## config.mk

```make
export PLATFORM = sky130hd
export DESIGN_NAME = system_clock_standby_controller
export DESIGN_NICKNAME = d
export VERILOG_FILES = /design/src/clock_standby_pkg.sv /design/src/system_clock_standby_controller.sv
export VERILOG_INCLUDE_DIRS = /design/src
export SDC_FILE = /design/constraint.sdc
export NUM_CORES = 1
export LEC_CHECK = 0
export BUFFER_PORTS_ARGS = -buffer_cell sky130_fd_sc_hd__buf_2
export CAP_MARGIN = 20
export CORE_MARGIN = 1.5
export CORE_UTILIZATION = 49
export DETAILED_ROUTE_END_ITERATION = 10
export GPL_ROUTABILITY_DRIVEN = 1
export PLACE_DENSITY = 0.84
export REMOVE_ABC_BUFFERS = 1
export SYNTH_ARGS = -nofsm -noshare
export SYNTH_HDL_FRONTEND = slang
export SYNTH_SLANG_ARGS = --single-unit
export TNS_END_PERCENT = 10
```

## constraint.sdc

```tcl
create_clock -name clk_sys -period 1.85 [get_ports clk_sys]
set_input_delay 0 -clock clk_sys [delete_from_list [all_inputs] [get_ports clk_sys]]
set_output_delay 0 -clock clk_sys [all_outputs]
set_load 0.1 [all_outputs]
```

## src/clock_standby_consts.svh

```systemverilog
`ifndef CLOCK_STANDBY_CONSTS_SVH
`define CLOCK_STANDBY_CONSTS_SVH

// register byte addresses
`define OFS_SYSCTRL1       4'h0
`define OFS_SYSCTRL2       4'h4
`define OFS_TIMEBASE       4'h8
`define OFS_STATUS         4'hC

// first system control register fields
`define SC1_DEEP_HALT      7
`define SC1_OUT_HIZ        6
`define SC1_WAKE_EDGE      5
`define SC1_WARM_SEL_LO    0
`define SC1_RESET          8'h00

// second system control register fields
`define SC2_HF_ENABLE      7
`define SC2_LF_ENABLE      6
`define SC2_SYSCLK_SEL     5
`define SC2_LIGHT_SLEEP    4
`define SC2_RESET_DUAL     8'hC0
`define SC2_RESET_SINGLE   8'h80

// time base control register fields
`define TB_STAGE7_SEL      4
`define TB_RESET           8'h00

// timing
`define PRESCALE_DIV       2'h3
`define DIVIDER_STAGES     21
`define HF_TO_STAGE7       6
`define WARM_STAGE_HF      16
`define WARM_STAGE_LF      10
`define RESET_OUT_STAGE    12
`define STATES_PER_CYCLE   4

`endif

```

## src/clock_standby_pkg.sv

```systemverilog
package clock_standby_pkg;

  typedef enum logic [2:0] {
    MODE_SINGLE_RUN,
    MODE_SINGLE_DOZE,
    MODE_OSC_OFF_HOLD,
    MODE_DUAL_FAST_RUN,
    MODE_DUAL_FAST_DOZE,
    MODE_LOW_RATE_RUN,
    MODE_LOW_RATE_DOZE,
    MODE_WARM_UP
  } opMode_t;

  typedef struct packed {
    logic       adr2;
    logic [1:0] adr;
    logic       cyc;
    logic       stb;
    logic       we;
    logic       sel;
    logic [7:0] dat;
  } wbReq_t;

  typedef struct packed {
    logic [3:0] timerClk;
    logic [1:0] serialClk;
    logic       timeBaseClk;
    logic       watchdogClk;
  } periphClk_t;

endpackage : clock_standby_pkg

```

## src/system_clock_standby_controller.sv

```systemverilog
// The Wishbone register port and the register offsets were decided locally.
`include "clock_standby_consts.svh"
`timescale 1ns/1ps
`default_nettype none

module system_clock_standby_controller (
  input  wire logic                          clk_sys,
  input  wire logic                          reset,
  input  wire logic                          clkEn,
  input  wire logic                          highFreqTick,
  input  wire logic                          lowFreqTick,
  input  wire logic                          dualClockOption,
  input  wire logic                          wakePin,
  input  wire logic                          intRequest,
  input  wire logic                          interruptMasterEnable,
  input  wire logic                          wb_cyc_i,
  input  wire logic                          wb_stb_i,
  input  wire logic                          wb_we_i,
  input  wire logic [3:0]                    wb_adr_i,
  input  wire logic [3:0]                    wb_sel_i,
  input  wire logic [31:0]                   wb_dat_i,
  output logic      [31:0]                   wb_dat_o,
  output logic                               wb_ack_o,
  output logic                               mainClkTick,
  output logic      [1:0]                    machineState,
  output logic                               cpuRun,
  output logic                               watchdogRun,
  output logic                               periphRun,
  output logic                               serviceInterrupt,
  output logic                               highOscOn,
  output logic                               lowOscOn,
  output logic                               lowOscPinsAsPorts,
  output logic                               outputsHiZ,
  output logic                               dividerPulseOut,
  output clock_standby_pkg::periphClk_t      periphClk,
  output logic                               resetOutRelease
);
  import clock_standby_pkg::*;

  logic [7:0]  sysCtrl1_ff;
  logic [7:0]  sysCtrl2_ff;
  logic [7:0]  timeBase_ff;
  logic        dualMode_ff;
  logic        modeCaptured_ff;
  opMode_t     mode_ff;
  opMode_t     resumeMode_ff;
  logic        useLowClk_ff;
  logic [1:0]  prescale_ff;
  logic [20:0] divider_ff;
  logic [20:0] dividerPrev_ff;
  logic [1:0]  state_ff;
  logic        wakePrev_ff;
  logic        warmStart_ff;
  logic        warmArmed_ff;

  logic        busHit;
  logic        hfTick;
  logic        stage7In;
  logic        lowDirect;
  logic        mainTick;
  logic        cycleEnd;
  logic        wakeEvent;
  logic        warmBit;
  logic [20:0] nxt_divider;
  logic [20:0] stageRise;
  logic        wrStrobe;

  // read mux, used for the read data only
  function automatic logic [7:0] regRead(input logic [3:0] adr,
                                         input logic [7:0] r1, input logic [7:0] r2,
                                         input logic [7:0] tb, input logic [7:0] st);
    case (adr)
      `OFS_SYSCTRL1: regRead = r1;
      `OFS_SYSCTRL2: regRead = r2;
      `OFS_TIMEBASE: regRead = tb;
      `OFS_STATUS:   regRead = st;
      default:       regRead = 8'h00;
    endcase
  endfunction : regRead

  function automatic logic isFastMode(input opMode_t m);
    isFastMode = (m == MODE_DUAL_FAST_RUN) || (m == MODE_DUAL_FAST_DOZE);
  endfunction : isFastMode

  // mode groups: run for the outputs, doze for register self-clear
  function automatic logic isRunMode(input opMode_t m);
    isRunMode = (m == MODE_SINGLE_RUN) || (m == MODE_DUAL_FAST_RUN) ||
                (m == MODE_LOW_RATE_RUN);
  endfunction : isRunMode

  function automatic logic isDozeMode(input opMode_t m);
    isDozeMode = (m == MODE_SINGLE_DOZE) || (m == MODE_DUAL_FAST_DOZE) ||
                 (m == MODE_LOW_RATE_DOZE);
  endfunction : isDozeMode

  assign busHit = wb_cyc_i && wb_stb_i && !wb_ack_o;
  assign hfTick = highFreqTick && highOscOn;
  assign wrStrobe = busHit && wb_we_i && wb_sel_i[0];

  // prescaler runs off HF and is never cleared
  always_ff @(posedge clk_sys) begin
    if (clkEn && hfTick && !lowDirect) begin
      case (prescale_ff)
        2'h0:    prescale_ff <= 2'h1;
        2'h1:    prescale_ff <= 2'h2;
        2'h2:    prescale_ff <= 2'h3;
        default: prescale_ff <= 2'h0;
      endcase
    end
  end

  // stage seven source
  always_comb begin
    if (!dualMode_ff) begin
      stage7In = hfTick && (prescale_ff == `PRESCALE_DIV) &&
                 (&divider_ff[`HF_TO_STAGE7-1:0]);
    end else if (useLowClk_ff) begin
      stage7In = lowFreqTick;
    end else if (timeBase_ff[`TB_STAGE7_SEL]) begin
      stage7In = lowFreqTick;
    end else begin
      stage7In = hfTick && (prescale_ff == `PRESCALE_DIV) &&
                 (&divider_ff[`HF_TO_STAGE7-1:0]);
    end
  end

  assign lowDirect = dualMode_ff && useLowClk_ff;

  always_comb begin
    nxt_divider = divider_ff;
    if (!lowDirect && hfTick && prescale_ff == `PRESCALE_DIV) begin
      nxt_divider[5:0] = divider_ff[5:0] + 6'h01;
    end
    if (stage7In) begin
      nxt_divider[20:6] = divider_ff[20:6] + 15'h0001;
    end
  end

  always_ff @(posedge clk_sys) begin
    if (reset) begin
      divider_ff     <= 21'h00_0000;
      dividerPrev_ff <= 21'h00_0000;
    end else if (clkEn) begin
      if (warmStart_ff) begin
        divider_ff <= 21'h00_0000;
      end else if (mode_ff != MODE_OSC_OFF_HOLD) begin
        divider_ff <= nxt_divider;
      end
      dividerPrev_ff <= divider_ff;
    end
  end

  // rising edge of every divider stage
  for (genvar g = 0; g < `DIVIDER_STAGES; g++) begin : gen_stageRise
    assign stageRise[g] = divider_ff[g] && !dividerPrev_ff[g];
  end

  // main system clock: HF/1 or LF
  assign mainTick = (mode_ff == MODE_OSC_OFF_HOLD || mode_ff == MODE_WARM_UP) ? 1'b0 :
                    (useLowClk_ff ? lowFreqTick : hfTick);
  assign cycleEnd = mainTick && (state_ff == 2'h3);

  always_ff @(posedge clk_sys) begin
    if (reset) begin
      state_ff <= 2'h0;
    end else if (clkEn && mainTick) begin
      state_ff <= state_ff + 2'h1;
    end
  end

  always_ff @(posedge clk_sys) begin
    if (reset) begin
      useLowClk_ff <= 1'b0;
    end else if (clkEn && cycleEnd) begin
      useLowClk_ff <= dualMode_ff && sysCtrl2_ff[`SC2_SYSCLK_SEL];
    end
  end

  // reset option is latched after release
  always_ff @(posedge clk_sys) begin
    if (reset) begin
      modeCaptured_ff <= 1'b0;
      dualMode_ff     <= 1'b0;
    end else if (clkEn && !modeCaptured_ff) begin
      modeCaptured_ff <= 1'b1;
      dualMode_ff     <= dualClockOption;
    end
  end

  assign wakeEvent = sysCtrl1_ff[`SC1_WAKE_EDGE] ? (wakePin && !wakePrev_ff) : wakePin;
  // warm-up ends on the next rise of the chosen stage
  assign warmBit   = stageRise[useLowClk_ff ? `WARM_STAGE_LF : `WARM_STAGE_HF];

  always_ff @(posedge clk_sys) begin
    if (reset) begin
      wakePrev_ff <= 1'b0;
    end else if (clkEn) begin
      wakePrev_ff <= wakePin;
    end
  end

  // stand-by sequencer
  always_ff @(posedge clk_sys) begin
    if (reset) begin
      mode_ff          <= MODE_SINGLE_RUN;
      resumeMode_ff    <= MODE_SINGLE_RUN;
      warmStart_ff     <= 1'b0;
      warmArmed_ff     <= 1'b0;
      serviceInterrupt <= 1'b0;
    end else if (clkEn) begin
      warmStart_ff     <= 1'b0;
      serviceInterrupt <= 1'b0;
      case (mode_ff)
        MODE_SINGLE_RUN, MODE_DUAL_FAST_RUN, MODE_LOW_RATE_RUN: begin
          if (!modeCaptured_ff) begin
            mode_ff <= dualClockOption ? MODE_DUAL_FAST_RUN : MODE_SINGLE_RUN;
          end else if (sysCtrl1_ff[`SC1_DEEP_HALT]) begin
            resumeMode_ff <= mode_ff;
            mode_ff       <= MODE_OSC_OFF_HOLD;
          end else if (sysCtrl2_ff[`SC2_LIGHT_SLEEP]) begin
            resumeMode_ff <= mode_ff;
            if (!dualMode_ff) begin
              mode_ff <= MODE_SINGLE_DOZE;
            end else if (useLowClk_ff) begin
              mode_ff <= MODE_LOW_RATE_DOZE;
            end else begin
              mode_ff <= MODE_DUAL_FAST_DOZE;
            end
          end else if (dualMode_ff) begin
            mode_ff <= useLowClk_ff ? MODE_LOW_RATE_RUN : MODE_DUAL_FAST_RUN;
          end
        end
        MODE_SINGLE_DOZE, MODE_DUAL_FAST_DOZE, MODE_LOW_RATE_DOZE: begin
          if (intRequest) begin
            mode_ff          <= resumeMode_ff;
            serviceInterrupt <= interruptMasterEnable;
          end
        end
        MODE_OSC_OFF_HOLD: begin
          if (wakeEvent) begin
            mode_ff      <= MODE_WARM_UP;
            warmStart_ff <= 1'b1;
            warmArmed_ff <= 1'b0;
          end
        end
        MODE_WARM_UP: begin
          if (!warmStart_ff) begin
            warmArmed_ff <= 1'b1;
          end
          if (warmArmed_ff && warmBit) begin
            mode_ff <= resumeMode_ff;
          end
        end
        default: begin
          mode_ff <= MODE_SINGLE_RUN;
        end
      endcase
    end
  end

  // register bank, one concern per block
  always_ff @(posedge clk_sys) begin
    if (reset) begin
      sysCtrl1_ff <= `SC1_RESET;
    end else if (clkEn) begin
      if (wrStrobe && wb_adr_i == `OFS_SYSCTRL1) begin
        sysCtrl1_ff <= wb_dat_i[7:0];
      end else if (mode_ff == MODE_OSC_OFF_HOLD) begin
        sysCtrl1_ff[`SC1_DEEP_HALT] <= 1'b0;
      end
    end
  end

  // reset option loads the oscillator enables
  always_ff @(posedge clk_sys) begin
    if (reset) begin
      sysCtrl2_ff <= `SC2_RESET_SINGLE;
    end else if (clkEn) begin
      if (!modeCaptured_ff) begin
        sysCtrl2_ff <= dualClockOption ? `SC2_RESET_DUAL : `SC2_RESET_SINGLE;
      end else if (wrStrobe && wb_adr_i == `OFS_SYSCTRL2) begin
        sysCtrl2_ff <= wb_dat_i[7:0];
      end else if (isDozeMode(mode_ff)) begin
        sysCtrl2_ff[`SC2_LIGHT_SLEEP] <= 1'b0;
      end
    end
  end

  always_ff @(posedge clk_sys) begin
    if (reset) begin
      timeBase_ff <= `TB_RESET;
    end else if (clkEn && wrStrobe && wb_adr_i == `OFS_TIMEBASE) begin
      timeBase_ff <= wb_dat_i[7:0];
    end
  end

  // one-cycle ack, read data held until the next read
  always_ff @(posedge clk_sys) begin
    if (reset) begin
      wb_ack_o <= 1'b0;
      wb_dat_o <= 32'h0000_0000;
    end else if (clkEn) begin
      wb_ack_o <= busHit;
      if (busHit && !wb_we_i) begin
        wb_dat_o <= {24'h00_0000, regRead(wb_adr_i, sysCtrl1_ff, sysCtrl2_ff, timeBase_ff,
                                          {dualMode_ff, useLowClk_ff, 3'h0, 3'(mode_ff)})};
      end
    end
  end

  // registered outputs
  always_ff @(posedge clk_sys) begin
    if (reset) begin
      mainClkTick       <= 1'b0;
      machineState      <= 2'h0;
      cpuRun            <= 1'b0;
      watchdogRun       <= 1'b0;
      periphRun         <= 1'b0;
      highOscOn         <= 1'b1;
      lowOscOn          <= 1'b0;
      lowOscPinsAsPorts <= 1'b1;
      outputsHiZ        <= 1'b0;
      dividerPulseOut   <= 1'b0;
      periphClk         <= '0;
      resetOutRelease   <= 1'b0;
    end else if (clkEn) begin
      mainClkTick  <= mainTick;
      machineState <= state_ff;
      cpuRun       <= isRunMode(mode_ff);
      watchdogRun  <= isRunMode(mode_ff);
      periphRun    <= mode_ff != MODE_OSC_OFF_HOLD && mode_ff != MODE_WARM_UP;
      highOscOn    <= mode_ff != MODE_OSC_OFF_HOLD && mode_ff != MODE_LOW_RATE_RUN &&
                      mode_ff != MODE_LOW_RATE_DOZE &&
                      !(dualMode_ff && sysCtrl2_ff[`SC2_SYSCLK_SEL] && useLowClk_ff &&
                        !sysCtrl2_ff[`SC2_HF_ENABLE]);
      lowOscOn     <= dualMode_ff ? (mode_ff != MODE_OSC_OFF_HOLD) :
                      sysCtrl2_ff[`SC2_LF_ENABLE];
      lowOscPinsAsPorts <= !dualMode_ff && !sysCtrl2_ff[`SC2_LF_ENABLE];
      outputsHiZ   <= (mode_ff == MODE_OSC_OFF_HOLD) && sysCtrl1_ff[`SC1_OUT_HIZ];
      dividerPulseOut       <= divider_ff[8] && isFastMode(mode_ff) || divider_ff[8];
      periphClk.timeBaseClk <= stageRise[14];
      periphClk.watchdogClk <= stageRise[15];
      periphClk.timerClk    <= {divider_ff[19], divider_ff[13], divider_ff[11], divider_ff[6]};
      periphClk.serialClk   <= {divider_ff[7], divider_ff[2]};
      if (divider_ff[`RESET_OUT_STAGE]) begin
        resetOutRelease <= 1'b1;
      end
    end
  end

endmodule : system_clock_standby_controller

`default_nettype wire

```

==> reports/metrics.yaml, run 1 <==
placement:
  globalplace.congestion: 0.983
  dpl.hpwl_um: 7750
  pre_cts_slack_ns: 0.0108
  port_buffers: 54
route:
  routed_wl_um: 11100
  num_vias: 4098
  avgViaCountPerCell: 5.83
  first_iter_violations: 367
  drtAntennaViolNets: 0
  routedWlPerCell_um: 15.8
  dr.pass1.iters: 6
  drc: 0
sta:
  post-route-worst-setup-slack_ns: 0.0213
  skew_ns: 0.0160
  slew_viol_final: 0
  min_period_ns: 1.83
  rsz0062_at_grt: "true"
  hold_violations: 0
  max_freq_ghz: 0.547
  finalSetupViolations: 0
  final_min_period_over_clock_period: 0.989
global_routing:
  track_usage: 0.225
  grt_start_max_net_pins: 49
  antenna_found_initial: 0
  grt_pass1_vias: 3804
  gr-total-overflow: 0
  grt_first_pass_wirelength_um: 17900
layout:
  seq_area_um2: 1880
  diodes: 0
  utilization: 0.598
  drive_above_1_share: 0.195
  multi_input_area_um2: 2410
  nFillCells: 746
  nNetsFinal: 649
  syn2layout_area_growth_pct: 16.5
yosys:
  yosysSeqAreaShare: 0.414
  yosys-top-cells-count: "91 x dfxtp_1, 59 x nor2_1, 51 x nand2_1"
  ys.flop_type: "dfxtp_1"
  synthCells: 521
  synth_edf_count: 2
  synth.most_common_cell: "dfxtp_1"
  ys_types: 61
  syn_area_per_cell_um2: 8.72
  synth_seq_cells: 93
  synth.cell_area_um2: 4540
  yosysTopAreaCell: "dfxtp_1"
  ys.warnings.count: 0
  ys_top_cells_by_area: "dfxtp_1 40%, mux2i_1 11%, buf_4 5.5%, nor2_1 4.9%, nand2_1 4.2%"
  synthArstFlopShare: 0
  synth_top_area_frac: 0.401
die:
  die_area_um2: 9860
  io_pins: 106
  core-area_um2: 8850
  die_y_um: 99.3
  initial_core_util: 0.514
  fp.dieW_um: 99.3
  rows: 34
critical_path:
  path_cells: "ha_4 -> and3_4 -> a311oi_2 -> buf_12 -> or4_1 -> a21oi_2"
  cp_max_fo: 28
  required_ns: 2.14
  crit_type: "flop to flop"
  crit_path_start_kind: "flop"
  cp.arrival_ns: 2.12
  crit_slowest_cell: "or4_1"
  max_stage_delay_ns: 0.52
  path_buf_inv: 1
  cp_top_family: "simple AND/OR/NAND/NOR gates"
  critPathCaptureType: "flop"
clocking:
  cts_tree: "done"
  numCtsBuffers: 9
  clk_latency_ns: 0.36
  clockBufferDepth: 2
  clk_pin_slew_worst_paths_ns: 0.09
  cts_root_buffer: "clkbuf_8"
  htree_levels: 3
  numClockSinks: 93
power:
  p_leak_nw: 2.12
  ir_drop_uv: 585
  powerDensity_nw_per_um2: 926
worst_hold_path:
  min_path_type: "input port to flop"
job:
  cap_violations: 0
run_status:
  status: "complete, no violations"
## layer usage
| metal | part of all wire | GRT usage | up-vias |
|---|---|---|---|
| met5 | 0 | 0 | - |
| met4 | 0.024 | 0.0878 | 0 |
| met3 | 0.065 | 0.0281 | 31 |
| met2 | 0.47 | 0.384 | 198 |
| met1 | 0.44 | 0.291 | 1924 |
| li1 | - | - | 1945 |
## registers in the layout, indices dropped and copies added (netlist names), 2 cells and up
signal          cells
dividerPrev_ff     10
divider_ff         20
machineState        2
mode_ff             3
periphClk           2
prescale_ff         2
resumeMode_ff       3
state_ff            2
sysCtrl1_ff         8
sysCtrl2_ff         8
timeBase_ff         8
wb_dat_o            8
## worst min-delay path, stage by stage
cell and delay, ns:
buf_2 0.09, inv_1 0.06, buf_4 0.18, nand2_1 0.06
## final timing paths
path	cells past startpoint	slack, ns	to	start
worst max-delay path	6	0.02	divider_ff[16]	prescale_ff[1]
worst min-delay path	4	0.07	lowOscPinsAsPorts	reset
worst max register to register	6	0.02	divider_ff[16]	prescale_ff[1]
worst min register to register	2	0.45	wb_dat_o[3]	wb_dat_o[3]
## repair_timing
action	CTS	global route
endpoints found under the hold margin	28	0
resized for setup	2	10
setup endpoints to repair	2	16
buffers inserted	0	0
hold buffers	15	0
pin swaps	0	1
## stage by stage
stage	cells	hold WS, ns	power (mW)	setup TNS, ns	instance area, um^2
finish	703	0.0750	4.90	0	5290
global placement	673	0.251	3.46	0	4910
global route	703	0.0997	5.07	-0.290	5290
floorplan	482	0.0691	3.12	-15.70	4270
detailed placement	673	0.258	3.50	0	4910
CTS	703	0.0682	4.78	0	5240
## where the power goes
part | leakage, nW | switching [mW] | total [mW] | internal, mW
clock network | 0.0875 | 0.671 | 1.29 | 0.619
logic | 1.28 | 1.05 | 1.47 | 0.416
registers | 0.755 | 0.0594 | 2.15 | 2.09
## cell families (layout without fill, tap and decap cells)
| kind of cell | Yosys count | after routing | share of synthesized area |
|---|---|---|---|
| AO/OA/AOI/OAI | 106 | 106 | 0.151 |
| XOR/XNOR | 5 | 5 | 0.00964 |
| adder cells (fa/ha/maj) | 6 | 6 | 0.0165 |
| buffers and inverters | 73 | 124 | 0.0884 |
| flip-flops | 93 | 93 | 0.414 |
| multiplexers | 49 | 49 | 0.108 |
| other | 1 | 24 | 0.000825 |
| AND/OR/NAND/NOR | 188 | 188 | 0.211 |
## area by class of cell
class / count / area share
repair buffers: 98 / 0.123
flip-flops and latches: 93 / 0.355
inverters: 11 / 0.00780
well taps: 108 / 0.0255
multi-input cells: 378 / 0.455
clock inverters: 2 / 0.00662
clock buffers: 13 / 0.0262
## cell usage in the layout (no fill, tap or decap), types with 3 or more instances in the layout
master         instances
or3_1                  4
nand3b_1               3
o221ai_1               6
buf_4                 28
a31oi_1                6
nor2_1                59
dlygate4sd3_1         15
nand4b_1               3
a22o_1                 5
nand4_1                7
nand2b_1               3
conb_1                24
o21a_1                 4
nand3_1               11
clkbuf_1               4
inv_1                 11
o31ai_1                6
o32ai_1                4
ha_1                   5
or2_2                  3
dfxtp_1               91
nor3_1                 7
mux2i_1               49
and3_1                 3
xnor2_1                4
buf_2                 54
o21ai_0               23
nand2_1               51
a21oi_1               33
clkbuf_8               9
or4_1                 11
and2_1                 3
Power figures use the tool's default switching activity.
==> run 2, diff against run 1 <==
==> constraint.sdc (replaced) <==
create_clock -name clk_sys -period 1.85 [get_ports clk_sys]
set_input_delay 0.2775 -clock clk_sys [delete_from_list [all_inputs] [get_ports clk_sys]]
set_output_delay 0.2775 -clock clk_sys [all_outputs]
set_load 0.1 [all_outputs]
==> run 2 against run 1 <==
Effect of this change:
- clock power grew 20%
- hold slack gained 0.10 ns
- clock skew shrank 0.0024 ns
- design area shrank 0.57%
- routed wire length grew 1.7%
- critical path depth grew 1
- cell count shrank 0.28%
- register-to-register slack gained 0.05 ns
- non-clock buffer count shrank 3
- critical path type unchanged
==> reports/metrics.yaml, run 2 (synthesized netlist as in run 1, its figures left out) <==
placement:
  dpl_cell_area_um2: 4980
  port_buffers: 54
  globalplace.congestion: 0.874
  dpl.hpwl_um: 7980
sta:
  min_period_ns: 1.78
  slew_viol_final: 0
  max_freq_ghz: 0.563
  hold_violations: 0
  final_min_period_over_clock_period: 0.961
  skew_ns: 0.0136
  finalSetupViolations: 0
  rsz0062_at_grt: "false"
clocking:
  hold_buffers: 0
  numCtsBuffers: 9
  cts_root_buffer: "clkbuf_8"
  cts_tree: "done"
  clk_pin_slew_worst_paths_ns: 0.09
  clk_latency_ns: 0.36
  htree_levels: 3
  numClockSinks: 93
  clockBufferDepth: 2
layout:
  nFillCells: 746
  final_common_cell: "dfxtp_1"
  regMostFlops: "divider_ff"
  utilization: 0.595
  diodes: 0
  final_area_um2: 5260
  top_regs: "divider_ff x20, dividerPrev_ff x10"
  largest_reg_flops: 20
  syn2layout_area_growth_pct: 15.8
  nNetsFinal: 646
  final_cell_mix: "89 x dfxtp_1, 59 x nor2_1, 54 x buf_2, 51 x nand2_1, 49 x mux2i_1"
  drive_above_1_share: 0.226
critical_path:
  crit_path_start_kind: "flop"
  required_ns: 2.11
  cp.arrival_ns: 2.04
  cp_max_fo: 10
  ff2ff_path_depth: 7
  reg2reg_slack_ns: 0.07
  r2r-end: "mode_ff[2]"
  reg2reg_from: "mode_ff[1]"
  crit_type: "flop to flop"
  critPathCaptureType: "flop"
global_routing:
  grt_pass1_vias: 3902
  grt_first_pass_wirelength_um: 18700
  track_usage: 0.236
  gr-total-overflow: 0
  grt_start_max_net_pins: 36
  antenna_found_initial: 0
route:
  routed_wl_um: 11300
  drc: 0
  first_iter_violations: 367
  num_vias: 4147
  dr_wl_met2_um: 5430
  routedWlPerCell_um: 16.1
  dr.pass1.iters: 5
  wl_met3_um: 748
  top_layer_used: "met4"
  avgViaCountPerCell: 5.92
  met1_length_um: 4860
  drtAntennaViolNets: 0
worst_hold_path:
  hold_end: "sysCtrl2_ff[5]"
  min_path_type: "input port to flop"
  min_delay_path_depth: 2
  min_from: "wb_dat_i[5]"
die:
  die_y_um: 99.3
  initial_core_util: 0.514
  core-area_um2: 8850
  die_area_um2: 9860
  io_pins: 106
  rows: 34
  fp.dieW_um: 99.3
job:
  cap_violations: 0
power:
  ir_drop_uv: 728
  powerDensity_nw_per_um2: 968
  power.total_mw: 5.10
  p_leak_nw: 2.14
run_status:
  status: "complete, no violations"
## run 2: worst max-delay path by stage
stage	depth (start not counted)	to	from
after floorplan	5	divider_ff[13]	highOscOn
after global placement	4	sysCtrl2_ff[7]	wb_adr_i[1]
after detailed placement	4	sysCtrl2_ff[7]	wb_adr_i[1]
after CTS	6	divider_ff[14]	prescale_ff[1]
after global routing	6	divider_ff[13]	prescale_ff[1]
final	7	mode_ff[2]	mode_ff[1]
## run 2: critical path, cell delays in order (launching register included)
cell       delay (ns)
dfxtp_1          0.32
buf_4            0.17
nor2b_1          0.23
xnor2_1          0.11
buf_4            0.16
a311oi_2         0.42
o2111ai_1        0.17
o21ai_0          0.12
## run 2: metal layers
layer	vias up	GRT usage
met1	1980	0.302
li1	1936	-
met3	34	0.0422
met2	197	0.395
met4	0	0.0964
met5	-	0
## run 2: cell type report
type / instances / area [um^2] / area share
multi-input combinational: 378 / 2380 / 0.452
tap: 108 / 135 / 0.0257
timing repair buffer: 95 / 591 / 0.112
inverter: 11 / 41.3 / 0.00784
sequential: 93 / 1880 / 0.358
clock buffer: 11 / 151 / 0.0288
clock inverter: 5 / 82.6 / 0.0157
## run 2: through the flow
| step | TNS, ns | hold slack, ns | cells | setup slack, ns |
|---|---|---|---|---|
| floorplan | -15.70 | 0.347 | 482 | -0.707 |
| global placement | -0.0411 | 0.438 | 683 | -0.0411 |
| detailed placement | -0.242 | 0.449 | 683 | -0.0643 |
| CTS | 0 | 0.160 | 699 | 0.0153 |
| global route | 0 | 0.155 | 701 | 0.00311 |
| finish | 0 | 0.177 | 701 | 0.0727 |
## run 2: power breakdown
| group | switching [mW] | leakage (nW) | total, mW | internal [mW] |
|---|---|---|---|---|
| clock network | 0.710 | 0.120 | 1.55 | 0.838 |
| logic | 1.01 | 1.26 | 1.40 | 0.387 |
| registers | 0.0605 | 0.755 | 2.15 | 2.09 |
| total | 1.78 | 2.14 | 5.10 | 3.31 |
## run 2: what timing repair did
item,4_1_cts,5_1_grt
buffers inserted,0,2
setup endpoints to repair,1,12
gates resized for setup,1,9
pin swaps,0,1
==> run 3, diff against run 2 <==
--- a/config.mk
+++ b/config.mk
@@ -6,13 +6,14 @@
 export SDC_FILE = /design/constraint.sdc
 export NUM_CORES = 1
 export LEC_CHECK = 0
+export ABC_AREA = 1
 export BUFFER_PORTS_ARGS = -buffer_cell sky130_fd_sc_hd__buf_2
 export CAP_MARGIN = 20
 export CORE_MARGIN = 1.5
 export CORE_UTILIZATION = 49
 export DETAILED_ROUTE_END_ITERATION = 10
 export GPL_ROUTABILITY_DRIVEN = 1
-export PLACE_DENSITY = 0.84
+export PLACE_DENSITY = 0.83
 export REMOVE_ABC_BUFFERS = 1
 export SYNTH_ARGS = -nofsm -noshare
 export SYNTH_HDL_FRONTEND = slang
==> run 3 against run 2 <==
Effect of this change:
- highest routed layer unchanged
- design area is 4.5% lower
- clock-buffer cell count is 1 lower
- routed wire length fell by 5.2%
- synthesized cell count is 24% higher
- first-iteration DRC count decreased by 12%
==> reports/metrics.yaml, run 3 <==
run_status:
  status: "complete, no violations"
clocking:
  htree_levels: 3
  numClockSinks: 93
  numCtsBuffers: 9
  clockBufferDepth: 2
  hold_buffers: 0
  post_cts_buffers: 0
  clk_latency_ns: 0.36
  cts_root_buffer: "clkbuf_8"
  clk_pin_slew_worst_paths_ns: 0.09
  cts-resized-gates: 0
  cts_tree: "done"
worst_hold_path:
  min_path_type: "input port to flop"
  min_from: "wb_dat_i[0]"
route:
  num_vias: 4258
  dr.pass1.iters: 7
  routed_wl_um: 10700
  routedWlPerCell_um: 13.3
  first_iter_violations: 324
  avgViaCountPerCell: 5.28
  drtAntennaViolNets: 0
  drc: 0
yosys:
  ys_types: 38
  yosysTopAreaCell: "dfxtp_1"
  synth_seq_cells: 93
  ys.flop_type: "dfxtp_1"
  syn_area_per_cell_um2: 7.12
  synth.cell_area_um2: 4600
  synthCells: 646
  synth_top_area_frac: 0.396
  synth_edf_count: 2
  yosysSeqAreaShare: 0.409
  yosys-top-cells-count: "122 x nand2_1, 91 x dfxtp_1, 78 x nor2_1"
  ys.warnings.count: 0
  synthArstFlopShare: 0
  ys_top_cells_by_area: "dfxtp_1 40%, nand2_1 10%, a21oi_1 7.1%, nor2_1 6.4%, buf_4 5.2%"
  synth.most_common_cell: "nand2_1"
layout:
  largest_reg_flops: 20
  regMostFlops: "divider_ff"
  fin_cells: 806
  top_regs: "divider_ff x20, dividerPrev_ff x10"
  syn2layout_area_growth_pct: 9.33
  nNetsFinal: 749
  drive_above_1_share: 0.168
  final_cell_mix: "122 x nand2_1, 91 x dfxtp_1, 78 x nor2_1, 65 x a21oi_1, 58 x inv_1"
  diodes: 0
  final_common_cell: "nand2_1"
global_routing:
  track_usage: 0.218
  grt_first_pass_wirelength_um: 17500
  gr-total-overflow: 0
  grt_pass1_vias: 3916
  grt_start_max_net_pins: 37
  antenna_found_initial: 0
power:
  p_leak_nw: 2.14
  powerDensity_nw_per_um2: 976
  ir_drop_uv: 606
sta:
  min_period_ns: 1.65
  hold_violations: 0
  rsz0062_at_grt: "false"
  finalSetupViolations: 0
  slew_viol_final: 0
  max_freq_ghz: 0.607
  final_min_period_over_clock_period: 0.891
  hold-worst-slack_ns: 0.178
  skew_ns: 0.00979
critical_path:
  crit_path_frequent_cell: "nand2_1"
  startpoint: "divider_ff[0]"
  crit_type: "flop to flop"
  reg2reg_from: "divider_ff[0]"
  path_cells: "ha_1 -> nand2_1 -> nor2_2 -> nand3_2 -> nand2_4 -> nand2_8 -> inv_4 -> nand2_1 -> a21oi_1"
  crit_path_start_kind: "flop"
  max_stage_delay_ns: 0.45
  required_ns: 2.14
  cp_top_family: "simple AND/OR/NAND/NOR gates"
  critPathCaptureType: "flop"
  path_buf_inv: 1
  cp.arrival_ns: 1.94
  crit_slowest_cell: "dfxtp_1"
  cp_max_fo: 9
job:
  cap_violations: 0
placement:
  dpl.hpwl_um: 7810
  placed_cells: 791
  globalplace.congestion: 0.861
  port_buffers: 54
die:
  fp.dieW_um: 99.9
  core-area_um2: 9150
  initial_core_util: 0.503
  die_area_um2: 9980
  die_y_um: 99.9
  rows: 35
  io_pins: 106
[run 3: changes by cell type after synthesis, moves of 7 or more]
| cell | before | now |
|---|---|---|
| nand2_1 | 51 | 122 |
| mux2i_1 | 49 | 0 |
| inv_1 | 11 | 58 |
| a21oi_1 | 34 | 65 |
| nand3_1 | 12 | 38 |
| o21ai_0 | 23 | 45 |
| o21ai_1 | 1 | 22 |
| nor2_1 | 59 | 78 |
| inv_2 | 0 | 12 |
| or4_1 | 11 | 0 |
| clkbuf_1 | 19 | 10 |
| nand2_2 | 0 | 9 |
| buf_1 | 7 | 0 |
[run 3: power breakdown]
part | switching [mW] | total, mW | leakage, nW | internal [mW]
Combinational | 1.05 | 1.33 | 1.29 | 0.273
Sequential | 0.109 | 2.22 | 0.757 | 2.11
Clock | 0.710 | 1.37 | 0.0906 | 0.656
[run 3: metrics by stage]
step                TNS (ns)  worst slack (ns)  power, mW  cell area, um^2   util
floorplan             -0.368           -0.0726       3.29             4370      -
global placement           0             0.291       3.54             4830  0.528
detailed placement         0             0.239       3.57             4830  0.528
CTS                        0             0.215       4.91             5030  0.549
global route               0            0.0286       5.12             5030  0.549
finish                     0             0.202       4.91             5030  0.549
[run 3: layer usage]
layer	wire, um	global-route usage
met5	0	0
met4	274	0.0953
met3	586	0.0341
met2	5070	0.367
met1	4780	0.276
[run 3: worst register-to-register path: cells and delay by family, from the launching register on]
| family | cells | cell delay [ns] |
|---|---|---|
| AO/OA/AOI/OAI | 1 | 0.14 |
| adder cells (fa/ha/maj) | 1 | 0.21 |
| buffers and inverters | 1 | 0.10 |
| AND/OR/NAND/NOR | 6 | 0.69 |
| flip-flops | 1 | 0.45 |
[run 3: worst paths after layout]
check / slack, ns / to / cells past startpoint
setup reg to reg: 0.20 / divider_ff[9] / 9
setup / recovery: 0.20 / divider_ff[9] / 9
hold / removal: 0.18 / sysCtrl2_ff[0] / 3
hold reg to reg: 0.46 / sysCtrl1_ff[1] / 2
[run 3: cell type report]
class	count	area [um^2]
clock buffers	10	138
clock inverters	5	61.3
fillers	849	4120
inverters	72	273
multi-input cells	454	2210
flip-flops and latches	93	1880
well taps	111	139
repair buffers	61	323
[run 3: logic make-up after synthesis]
group,Yosys count,synth area share
AND/OR/NAND/NOR,282,0.285
AO/OA/AOI/OAI,141,0.159
buffers and inverters,122,0.128
flip-flops,93,0.409
adder cells (fa/ha/maj),6,0.0163
XOR/XNOR,1,0.00190
other,1,0.000815
